--- src/logic/ocfm_defs.svh ---
// Constants for the overcurrent fault monitor: command codes, bit positions,
// reset values and counts. Included by the design modules and the port checker.
`ifndef OCFM_DEFS_SVH
`define OCFM_DEFS_SVH

// ********************************
// Command codes
// ********************************
`define OCFM_CMD_CLEAR_FAULTS 8'h03
`define OCFM_CMD_FAULT_FLAGS 8'hD0
`define OCFM_CMD_FAULT_MASK 8'hD1
`define OCFM_CMD_FAULT_REACTION 8'hD2
`define OCFM_CMD_CC_REF 8'hD5
`define OCFM_CMD_AVG_THRESH 8'hD6

// ********************************
// Bit positions and reset values
// ********************************
`define OCFM_BIT_AVG 4
`define OCFM_BIT_PEAK 5
`define OCFM_MASK_RESET 8'h48
`define OCFM_REACTION_RESET 8'h00
`define OCFM_FLAGS_RESET 8'h00
`define OCFM_CC_REF_RESET 3'h7
`define OCFM_AVG_THRESH_RESET 3'h3

// ********************************
// Counts
// ********************************
`define OCFM_PEAK_CYCLES 2'h3

`endif

--- src/logic/ocfm_pkg.sv ---
// Types shared by the overcurrent fault monitor modules.
// Assumes ocfm_defs.svh is on the include path.
package ocfm_pkg;

	// ********************************
	// Controller states, Gray along off-soft-run-hiccup-latch
	// ********************************
	typedef enum logic [2:0] {
		OCFM_OFF = 3'h0,
		OCFM_SOFT = 3'h1,
		OCFM_RUN = 3'h3,
		OCFM_HICCUP = 3'h2,
		OCFM_LATCH = 3'h6
	} ocfm_state_t;

	// Comparator levels from the analog front end
	typedef struct packed {
		logic phase0_trip;
		logic phase1_trip;
		logic avg_over;
		logic cc_reached;
	} ocfm_cmp_t;

	// Command port request from the PMBus front end
	typedef struct packed {
		logic wr;
		logic rd;
		logic [7:0] code;
		logic [7:0] wdata;
	} ocfm_cmd_t;

endpackage

--- src/logic/ocfm_monitor.sv ---
// Overcurrent fault monitor: peak and average fault detection, sticky flags,
// alert, hiccup/latch-off shutdown control and loop reference selection.
// Assumes analog comparators and loop amplifiers outside; pins arrive async.
`timescale 1ns/10ps
`include "ocfm_defs.svh"

module ocfm_monitor (
	input wire logic sys_clk,
	input wire logic rst_n,
	input wire logic enable_pin,
	input wire logic soft_start_done,
	input wire logic switch_cycle,
	input wire ocfm_pkg::ocfm_cmp_t cmp_in,
	input wire ocfm_pkg::ocfm_cmd_t cmd_in,
	output logic [7:0] cmd_rdata,
	output logic cmd_rvalid,
	output logic alert_out_n,
	output logic pwm_enable,
	output logic soft_start_run,
	output logic current_loop_active,
	output logic latched_off,
	output logic [2:0] current_loop_reference,
	output logic [2:0] average_overcurrent_threshold
);
	import ocfm_pkg::*;

	// ********************************
	// Input synchronisers
	// ********************************
	logic [6:0] sync1_q;
	logic [6:0] sync2_q;
	logic cycle_prev_q;
	logic en_prev_q;
	logic phase0_trip;
	logic phase1_trip;
	logic avg_over;
	logic cc_reached;
	logic enable_s;
	logic ss_done_s;
	logic cycle_s;
	logic cycle_pulse;
	logic enable_fall;

	// Two stages for every pin; only the second stage is read
	always_ff @(posedge sys_clk or negedge rst_n) begin
		if (!rst_n) begin
			sync1_q <= 7'h00;
			sync2_q <= 7'h00;
		end else begin
			sync1_q <= {cmp_in.phase0_trip, cmp_in.phase1_trip, cmp_in.avg_over,
				cmp_in.cc_reached, enable_pin, soft_start_done, switch_cycle};
			sync2_q <= sync1_q;
		end
	end

	assign {phase0_trip, phase1_trip, avg_over, cc_reached, enable_s, ss_done_s, cycle_s} = sync2_q;

	// Edge history for the cycle clock and the enable pin
	always_ff @(posedge sys_clk or negedge rst_n) begin
		if (!rst_n) begin
			cycle_prev_q <= 1'b0;
			en_prev_q <= 1'b0;
		end else begin
			cycle_prev_q <= cycle_s;
			en_prev_q <= enable_s;
		end
	end

	assign cycle_pulse = cycle_s && !cycle_prev_q;
	assign enable_fall = en_prev_q && !enable_s;

	// ********************************
	// Registers
	// ********************************
	ocfm_state_t state_q;
	ocfm_state_t state_d;
	logic [7:0] flags_q;
	logic [7:0] mask_q;
	logic [7:0] reaction_q;
	logic [2:0] cc_ref_q;
	logic [2:0] avg_thr_q;
	logic armed;
	logic peak_event;
	logic avg_event;
	logic [7:0] set_bits;
	logic [7:0] clr_bits;
	logic peak_cause_q;
	logic avg_cause_q;
	logic peak_act;
	logic avg_act;
	logic shut;
	logic go_latch;

	function automatic logic cmd_hit(input ocfm_cmd_t c, input logic [7:0] code);
		cmd_hit = c.wr && c.code == code;
	endfunction

	// Detection live in soft-start and run, not only after soft-start
	assign armed = state_q == OCFM_SOFT || state_q == OCFM_RUN;

	ocfm_peak_counter u_peak (
		.sys_clk(sys_clk),
		.rst_n(rst_n),
		.armed(armed),
		.cycle_pulse(cycle_pulse),
		.trip({phase1_trip, phase0_trip}),
		.peak_event(peak_event)
	);

	// Average fault is a level compare against the selected threshold
	assign avg_event = armed && avg_over;

	// Flag set and clear terms
	always_comb begin
		set_bits = 8'h00;
		set_bits[`OCFM_BIT_PEAK] = peak_event;
		set_bits[`OCFM_BIT_AVG] = avg_event;
		clr_bits = 8'h00;
		if (cmd_hit(cmd_in, `OCFM_CMD_FAULT_FLAGS)) begin
			clr_bits = cmd_in.wdata;
		end
		if (cmd_hit(cmd_in, `OCFM_CMD_CLEAR_FAULTS) || enable_fall) begin
			clr_bits = 8'hFF;
		end
	end

	// Sticky flags; a set in the clearing cycle wins
	always_ff @(posedge sys_clk or negedge rst_n) begin
		if (!rst_n) begin
			flags_q <= `OCFM_FLAGS_RESET;
		end else begin
			flags_q <= (flags_q & ~clr_bits) | set_bits;
		end
	end

	// Mask and reaction registers
	always_ff @(posedge sys_clk or negedge rst_n) begin
		if (!rst_n) begin
			mask_q <= `OCFM_MASK_RESET;
			reaction_q <= `OCFM_REACTION_RESET;
		end else begin
			if (cmd_hit(cmd_in, `OCFM_CMD_FAULT_MASK)) begin
				mask_q <= cmd_in.wdata;
			end
			if (cmd_hit(cmd_in, `OCFM_CMD_FAULT_REACTION)) begin
				reaction_q <= cmd_in.wdata;
			end
		end
	end

	// Threshold selections; only three bits are meaningful
	always_ff @(posedge sys_clk or negedge rst_n) begin
		if (!rst_n) begin
			cc_ref_q <= `OCFM_CC_REF_RESET;
			avg_thr_q <= `OCFM_AVG_THRESH_RESET;
		end else begin
			if (cmd_hit(cmd_in, `OCFM_CMD_CC_REF)) begin
				cc_ref_q <= cmd_in.wdata[2:0];
			end
			if (cmd_hit(cmd_in, `OCFM_CMD_AVG_THRESH)) begin
				avg_thr_q <= cmd_in.wdata[2:0];
			end
		end
	end

	// Read-back, one cycle after the request
	always_ff @(posedge sys_clk or negedge rst_n) begin
		if (!rst_n) begin
			cmd_rdata <= 8'h00;
			cmd_rvalid <= 1'b0;
		end else begin
			cmd_rvalid <= cmd_in.rd;
			if (cmd_in.rd) begin
				if (cmd_in.code == `OCFM_CMD_FAULT_FLAGS) begin
					cmd_rdata <= flags_q;
				end else if (cmd_in.code == `OCFM_CMD_FAULT_MASK) begin
					cmd_rdata <= mask_q;
				end else if (cmd_in.code == `OCFM_CMD_FAULT_REACTION) begin
					cmd_rdata <= reaction_q;
				end else if (cmd_in.code == `OCFM_CMD_CC_REF) begin
					cmd_rdata <= {5'h00, cc_ref_q};
				end else if (cmd_in.code == `OCFM_CMD_AVG_THRESH) begin
					cmd_rdata <= {5'h00, avg_thr_q};
				end else begin
					cmd_rdata <= 8'h00;
				end
			end
		end
	end

	// ********************************
	// Protection control
	// ********************************
	// Masked faults only report; unmasked ones shut switching down
	assign peak_act = peak_event && !mask_q[`OCFM_BIT_PEAK];
	assign avg_act = avg_event && !mask_q[`OCFM_BIT_AVG];
	assign shut = peak_act || avg_act;
	// Reaction bit set selects latch-off for that fault
	assign go_latch = (peak_act && reaction_q[`OCFM_BIT_PEAK])
		|| (avg_act && reaction_q[`OCFM_BIT_AVG]);

	// Remember which fault caused a hiccup, for the restart condition
	always_ff @(posedge sys_clk or negedge rst_n) begin
		if (!rst_n) begin
			peak_cause_q <= 1'b0;
			avg_cause_q <= 1'b0;
		end else if (state_q != OCFM_HICCUP) begin
			peak_cause_q <= peak_act;
			avg_cause_q <= avg_act;
		end
	end

	// Controller state; enable low always wins and returns to off
	always_comb begin
		state_d = state_q;
		case (state_q)
			OCFM_OFF: begin
				if (enable_s) begin
					state_d = OCFM_SOFT;
				end
			end
			OCFM_SOFT, OCFM_RUN: begin
				if (shut) begin
					state_d = go_latch ? OCFM_LATCH : OCFM_HICCUP;
				end else if (state_q == OCFM_SOFT && ss_done_s) begin
					state_d = OCFM_RUN;
				end
			end
			OCFM_HICCUP: begin
				// Restart only when every causing condition has gone
				if (!(peak_cause_q && (phase0_trip || phase1_trip))
					&& !(avg_cause_q && avg_over)) begin
					state_d = OCFM_SOFT;
				end
			end
			OCFM_LATCH: begin
				state_d = OCFM_LATCH;
			end
			default: begin
				state_d = OCFM_OFF;
			end
		endcase
		if (!enable_s) begin
			state_d = OCFM_OFF;
		end
	end

	always_ff @(posedge sys_clk or negedge rst_n) begin
		if (!rst_n) begin
			state_q <= OCFM_OFF;
		end else begin
			state_q <= state_d;
		end
	end

	// ********************************
	// Registered outputs
	// ********************************
	// Switching and loop select follow the next state
	always_ff @(posedge sys_clk or negedge rst_n) begin
		if (!rst_n) begin
			pwm_enable <= 1'b0;
			soft_start_run <= 1'b0;
			latched_off <= 1'b0;
			current_loop_active <= 1'b0;
		end else begin
			pwm_enable <= state_d == OCFM_SOFT || state_d == OCFM_RUN;
			soft_start_run <= state_d == OCFM_SOFT;
			latched_off <= state_d == OCFM_LATCH;
			// Loop runs from soft-start and overrides at reference
			current_loop_active <= (state_d == OCFM_SOFT || state_d == OCFM_RUN)
				&& cc_reached;
		end
	end

	// Alert follows the flags including any set this cycle
	always_ff @(posedge sys_clk or negedge rst_n) begin
		if (!rst_n) begin
			alert_out_n <= 1'b1;
		end else begin
			alert_out_n <= ~|((flags_q & ~clr_bits) | set_bits);
		end
	end

	// Threshold codes to the reference DACs
	always_ff @(posedge sys_clk or negedge rst_n) begin
		if (!rst_n) begin
			current_loop_reference <= `OCFM_CC_REF_RESET;
			average_overcurrent_threshold <= `OCFM_AVG_THRESH_RESET;
		end else begin
			current_loop_reference <= cc_ref_q;
			average_overcurrent_threshold <= avg_thr_q;
		end
	end

endmodule

--- src/logic/ocfm_peak_counter.sv ---
// Per-phase consecutive-cycle counter for the peak overcurrent trip.
// Assumes synchronised trip levels and a one-cycle switching-cycle pulse.
`timescale 1ns/10ps
`include "ocfm_defs.svh"

module ocfm_peak_counter (
	input wire logic sys_clk,
	input wire logic rst_n,
	input wire logic armed,
	input wire logic cycle_pulse,
	input wire logic [1:0] trip,
	output logic peak_event
);
	import ocfm_pkg::*;

	logic [1:0] seen_q;
	logic [1:0] cnt_q [2];

	// ********************************
	// Trip capture inside one switching cycle
	// ********************************
	// A trip that lands on the cycle pulse counts for the next cycle
	always_ff @(posedge sys_clk or negedge rst_n) begin
		if (!rst_n) begin
			seen_q <= 2'h0;
		end else if (!armed || cycle_pulse) begin
			seen_q <= armed ? trip : 2'h0;
		end else begin
			seen_q <= seen_q | trip;
		end
	end

	// ********************************
	// Consecutive counters, one per phase
	// ********************************
	always_ff @(posedge sys_clk or negedge rst_n) begin
		if (!rst_n) begin
			cnt_q[0] <= 2'h0;
			cnt_q[1] <= 2'h0;
		end else begin
			for (int i = 0; i < 2; i++) begin
				if (!armed) begin
					cnt_q[i] <= 2'h0;
				end else if (cycle_pulse) begin
					if (!seen_q[i]) begin
						cnt_q[i] <= 2'h0;
					end else if (cnt_q[i] != `OCFM_PEAK_CYCLES) begin
						cnt_q[i] <= cnt_q[i] + 2'h1;
					end
				end
			end
		end
	end

	// Pulse in the cycle a phase's third tripped cycle ends
	always_comb begin
		peak_event = 1'b0;
		for (int i = 0; i < 2; i++) begin
			if (armed && cycle_pulse && seen_q[i] && cnt_q[i] == (`OCFM_PEAK_CYCLES - 2'h1)) begin
				peak_event = 1'b1;
			end
		end
	end

endmodule

--- config.mk ---
export PLATFORM = sky130hd
export DESIGN_NAME = ocfm_monitor
export DESIGN_NICKNAME = d
export VERILOG_FILES = /design/src/logic/ocfm_pkg.sv /design/src/logic/ocfm_monitor.sv /design/src/logic/ocfm_peak_counter.sv
export VERILOG_INCLUDE_DIRS = /design/src /design/src/logic
export SDC_FILE = /design/constraint.sdc
export NUM_CORES = 1
export LEC_CHECK = 0
export CORE_MARGIN = 8
export CORE_UTILIZATION = 29
export CTS_CLUSTER_SIZE = 28
export DETAILED_ROUTE_END_ITERATION = 6
export DONT_BUFFER_PORTS = 1
export GPL_ROUTABILITY_DRIVEN = 0
export HOLD_SLACK_MARGIN = 0.15
export PLACE_DENSITY = 0.41
export SLEW_MARGIN = 20
export SYNTH_ARGS = -nofsm -noshare
export SYNTH_HDL_FRONTEND = slang
export SYNTH_SLANG_ARGS = --single-unit
--- constraint.sdc ---
create_clock -name sys_clk -period 2 [get_ports sys_clk]
set_input_delay 0.3 -clock sys_clk [delete_from_list [all_inputs] [get_ports sys_clk]]
set_output_delay 0.3 -clock sys_clk [all_outputs]
set_load 0.01 [all_outputs]
Word-level counts from Yosys, hierarchy flattened
Cells that the tools add are included.
Cells by class
  $add $sub $neg: 2
  eq/ne operators: 21
  mux-type cells: 25
  bitwise logic cells: 4
  reduce and logical (&&, ||, !) cells: 43
Operator list (number)
  $eq A8 B8 Y1 const B: 5
  $mux W8: 5
  $logic_and A1 B1 Y1: 23
  $mux W3: 7
  $mux W2: 10
  $pmux W3 S4: 1
  $eq A3 B2 Y1 const B: 3
  $and A8 B8 Y8: 1
  $eq A8 B2 Y1 const B: 1
  $logic_not A1 Y1: 8
  $not A8 Y8: 1
  $or A8 B6 Y8: 1
  $reduce_or A8 Y1: 1
  $logic_or A1 B1 Y1: 7
  $eq A3 B1 Y1 const B: 2
  $eq A3 B3 Y1 const B: 2
  $ne A3 B3 Y1 const B: 2
  $add A2 B1 Y2 const B: 2
  $eq A2 B2 Y1 const B: 2
  $ne A2 B2 Y1 const B: 2
  $reduce_and A2 Y1: 2
  $logic_not A3 Y1: 1
  $ne A3 B2 Y1 const B: 1
  $mux W1: 2
  3 further kinds: 3
Word-level totals
  register bits: 77
  bits of input ports: 27
  output and inout bits: 20
  logic and storage cells: 119

Depth between registers and ports, before layout
  word-level depth: 17
  gate-level depth with buffers: 7
  depth with buffers taken out: 7

Hierarchy
Synthesis repeated with hierarchy kept, for this count alone.
Second synthesis, totals
  cell total of the unflattened synthesis: 278
  area, all modules: 3231.8 um^2
Modules (own cells, without submodules)
  ocfm_monitor: times used 1, cells an instance 243, area an instance 2861.5 um^2, sequential area each 1793.0 um^2
  ocfm_peak_counter: times used 1, cells an instance 35, area an instance 370.4 um^2, sequential area each 150.1 um^2

Least setup slack after synthesis
OpenSTA, ideal clock, no wires.
  path type: input-to-reg
  start point: input cmd_in[10] in the netlist's numbering
  end point: register mask_q[0]
  setup time: 125 ps
  arrival time: 1702 ps
  required time: 1875 ps
  path slack: 173 ps
  stages on the path: 6
  path buffers: 2
  cells stage by stage: or2_1 buf_6 or2_4 or3_1 buf_6 mux2_4
On the way
  cells in the longest elaborated chain, start to end: 2
Ends and longest elaborated chain
  start: declaration: RTL line ocfm_monitor.sv:14  | input wire ocfm_pkg::ocfm_cmd_t cmd_in,
  $eq A8 B8 Y1: RTL line ocfm_monitor.sv:95  | cmd_hit = c.wr && c.code == code;
  $logic_and A1 B1 Y1: RTL line ocfm_monitor.sv:95
  end signal: assignment: RTL line ocfm_monitor.sv:139  | mask_q <= `OCFM_MASK_RESET;
  end signal: assignment: RTL line ocfm_monitor.sv:143  | mask_q <= cmd_in.wdata;
  end: declaration: RTL line ocfm_monitor.sv:78  | logic [7:0] mask_q;
Every way passes these cells.
A chain may end at the register's enable or synchronous reset.

Worst setup path after layout
  start point: register u_peak.cnt_q[0] in the netlist's numbering
  end point: register soft_start_run
On the way
  elaborated cells between the ends (all ways): 12
  classes of those cells: eq/ne (2); mux (5); reduce/logical (5)
RTL lines
  start: declaration: RTL line ocfm_peak_counter.sv:17  | logic [1:0] cnt_q [2];
  start signal: indexed assignment: RTL line ocfm_peak_counter.sv:48  | cnt_q[i] <= cnt_q[i] + 2'h1;
  $eq A2 B2 Y1: RTL line ocfm_peak_counter.sv:59  | if (armed && cycle_pulse && seen_q[i] && cnt_q[i] == (`OCFM_PEAK_CYCLES - 2'h1)) begin
  $logic_and A1 B1 Y1: RTL line ocfm_peak_counter.sv:59
  $mux W1: RTL line ocfm_peak_counter.sv:59
  $logic_and A1 B1 Y1: RTL line ocfm_monitor.sv:195  | assign peak_act = peak_event && !mask_q[`OCFM_BIT_PEAK];
  $logic_or A1 B1 Y1: RTL line ocfm_monitor.sv:197  | assign shut = peak_act || avg_act;
  $mux W3: RTL line ocfm_monitor.sv:223  | if (shut) begin
  $pmux W3 S4: RTL line ocfm_monitor.sv:216  | case (state_q)
  $mux W3: RTL line ocfm_monitor.sv:243  | if (!enable_s) begin
  via state_d[0]: RTL line ocfm_monitor.sv:76  | ocfm_state_t state_d;
  $eq A3 B1 Y1: RTL line ocfm_monitor.sv:268  | soft_start_run <= state_d == OCFM_SOFT;
  end signal: assignment: RTL line ocfm_monitor.sv:263  | soft_start_run <= 1'b0;
  end signal: assignment: RTL line ocfm_monitor.sv:268
  end: declaration: RTL line ocfm_monitor.sv:19  | output logic soft_start_run,
The timed path passes the listed nets, and every way through them passes these cells.

==> results.py <==
metrics = {
    "global_routing": {
        "grt_max_degree": 78,
        "track_usage": 0.120,
        "antenna_found_initial": 0,
        "grt_overflow": 0,
        "grt_pass1_wl_mm": 13.4,
        "grt_pass1_vias": 2329,
    },
    "sta": {
        "whs_ps": -342,
        "fin_setup_tns_ps": 0,
        "worst_pin_slew_ps": 649,
        "fin_ws_ps": 152,
        "fmax_mhz": 541,
        "clock_skew_ps": 5.03,
        "hold_viol": 77,
        "drv_slew": 0,
        "grt_setup_unrepaired": "no",
        "setup_violations": 0,
        "fin_crit_sh": 0.924,
        "slew_headroom": 0.566,
        "period_needed_ps": 1850,
    },
    "clock_network": {
        "hold_buffers": 18,
        "cts_tree": "done",
        "clk_path_buf_depth": 2,
        "root_buffer": "clkbuf_16",
        "path_clk_slew_ps": 60,
        "clkLatencyLatePin_ps": 330,
        "htreeDepth": 3,
        "cts_buffers": 9,
        "cts_num_sinks": 77,
    },
    "synth": {
        "avgSynthCellArea_um2": 12.0,
        "synth.area.top_cells": "dfrtp_1, dfstp_2, mux2_2",
        "synth_mux_area_frac": 0.0898,
        "synth_most_common_cell": "dfrtp_1",
        "yosys_register_bits": 77,
        "synthTopCellsByCount": "dfrtp_1, nor2_1, nand2_1, a21oi_1",
        "synthFlopType": "dfrtp_1",
        "synthXorXnorAreaFrac": 0,
        "synth_nets": 305,
        "synth_top_cell_by_area": "dfrtp_1",
        "netlist.area_leader.share": 0.489,
        "async_flop_share": 1.00,
        "ys_warn_count": 0,
        "synthSimpleGateAreaFrac": 0.134,
        "ys_types": 50,
        "synth_top_family_by_area": "compound AO/OA/AOI/OAI gates",
        "synth_edf_count": 0,
        "synthAdderAreaFrac": 0.0153,
        "synth_compound_area_frac": 0.137,
        "synth_area_um2": 3270,
        "synth_cells": 274,
        "yosysSeqAreaShare": 0.593,
    },
    "job": {
        "maxCapViolCount": 0,
    },
    "placed_design": {
        "portBuffers": 0,
        "dp.cells": 423,
        "pre_cts_ws_ps": 5.71,
        "dp_hpwl_mm": 5.36,
    },
    "critical_path": {
        "crit_path_cell_trace": "inv_1 -> ha_1 -> a22oi_1 -> nor4_1 -> or2_1 -> a2111oi_4 -> and2_1",
        "end_kind": "flip-flop",
        "critical_path.top_delay_family": "compound AO/OA/AOI/OAI gates",
        "slowest_delay_ps": 380,
        "crit_arrival_ps": 2120,
        "crit_type": "flip-flop to flip-flop",
        "worst_r2r_endpoint": "soft_start_run",
        "crit_path_end": "soft_start_run",
        "worstReg2RegStart": "u_peak.cnt_q[0]",
        "critPathLaunch": "u_peak.cnt_q[0]",
        "critPathMaxFanout": 4,
        "crit_slowest_cell": "dfrtp_1",
        "startpoint_type": "flip-flop",
        "ff2ff_setup_slack_ps": 150,
        "crit_required_ps": 2270,
        "path_depth": 7,
        "r2r_cells": 7,
        "path_buf_inv": 1,
    },
    "floorplanning": {
        "fp-row-count": 39,
        "dieArea_um2": 14900,
        "die_h_um": 122,
        "start_util": 0.292,
        "pin_count": 47,
        "die_w_um": 122,
        "fp.coreArea_um2": 11200,
    },
    "drt": {
        "wl_per_cell_um": 18.1,
        "wl_mm": 8.26,
        "drt_iter0_drc": 127,
        "ant_nets": 0,
        "vias": 2184,
        "via_per_inst": 4.78,
        "drcViolationCount": 0,
        "first_pass_iters": 4,
    },
    "run_status": {
        "status": "complete, but fails checks",
        "violations": "negative hold slack",
    },
    "pwr": {
        "ir_drop_v": 0.000409,
        "power_leakage_nw": 1.83,
        "p_per_area_nw_per_um2": 926,
    },
    "final_layout": {
        "fin_util": 0.361,
        "drive_above_1_share": 0.232,
        "fin_cells": 457,
        "nets": 340,
        "num-fill-cells": 1112,
        "insertedDiodeCount": 0,
        "syn_to_final_growth_pct": 23.8,
    },
    "min_path": {
        "hold_class": "input pin to async pin",
    },
}
## placed cells by master, fill, tap and decap left out, types with 6 or more instances in the layout
master / instances
dfrtp_1: 64
nor2_1: 25
nand2_1: 22
dlygate4sd3_1: 18
a21oi_1: 16
buf_4: 15
inv_1: 13
dfstp_2: 13
mux2_2: 11
clkbuf_16: 9
mux2_4: 8
o21ai_0: 7
nor2b_1: 6
## registers in the layout (all words and copies together), names as in the netlist, 4 cells and up
signal	cells
flags_q	8
u_peak.cnt_q	4
sync2_q	7
cmd_rdata	8
mask_q	8
sync1_q	7
reaction_q	8
## power breakdown
| part | leakage, nW | switching, mW | total, mW | internal (mW) |
|---|---|---|---|---|
| Combinational | 0.697 | 0.0948 | 0.192 | 0.0969 |
| Clock | 0.167 | 0.613 | 1.86 | 1.25 |
| Sequential | 0.962 | 0.0522 | 1.70 | 1.64 |
## worst min-delay path by stage
stage,from,end,slack [ps]
3_5_place_dp,rst_n,sync1_q[3],7
2_1_floorplan,rst_n,average_overcurrent_threshold[2],4
3_3_place_gp,rst_n,sync1_q[3],7
4_1_cts,rst_n,state_q[2],-370
6_report,rst_n,sync1_q[3],-340
5_1_grt,rst_n,sync1_q[4],-360
## what timing repair did
action / CTS / global route
setup endpoints to repair: 0 / 3
endpoints found under the hold margin: 119 / 77
setup buffers: 0 / 0
resized for setup: 0 / 3
## metal layers
layer	wire [um]	share of wire	global-route usage
met5	0	0	0
met4	155	0.019	0.0579
met3	553	0.067	0.0492
met2	3570	0.43	0.168
met1	3970	0.48	0.156
## kinds of logic after synthesis
kind of cell | after synthesis
adder cells (fa/ha/maj) | 4
flip-flops | 77
multiplexers | 24
AND/OR/NAND/NOR | 84
AO/OA/AOI/OAI | 63
buffers and inverters | 22
## through the flow
stage                     power [mW]  cell area, um2  hold slack (ps)
after floorplan                 1.83            3270             4.41
after global placement          1.87            3510             7.49
after detailed placement        1.87            3510             7.23
after CTS                       3.83            4040             -365
after global routing            3.92            4060             -365
final                           3.75            4060             -342
## final cells by class
| cell class | count | area, um2 | share of cell area |
|---|---|---|---|
| clock buffers | 12 | 246 | 0.0608 |
| flip-flops and latches | 77 | 1940 | 0.479 |
| multi-input cells | 175 | 1250 | 0.308 |
| inverters | 13 | 48.8 | 0.0120 |
| repair buffers | 33 | 293 | 0.0722 |
| clock inverters | 4 | 95.1 | 0.0234 |
| well taps | 143 | 179 | 0.0441 |
Note: power is estimated with default switching activity, not from simulation.
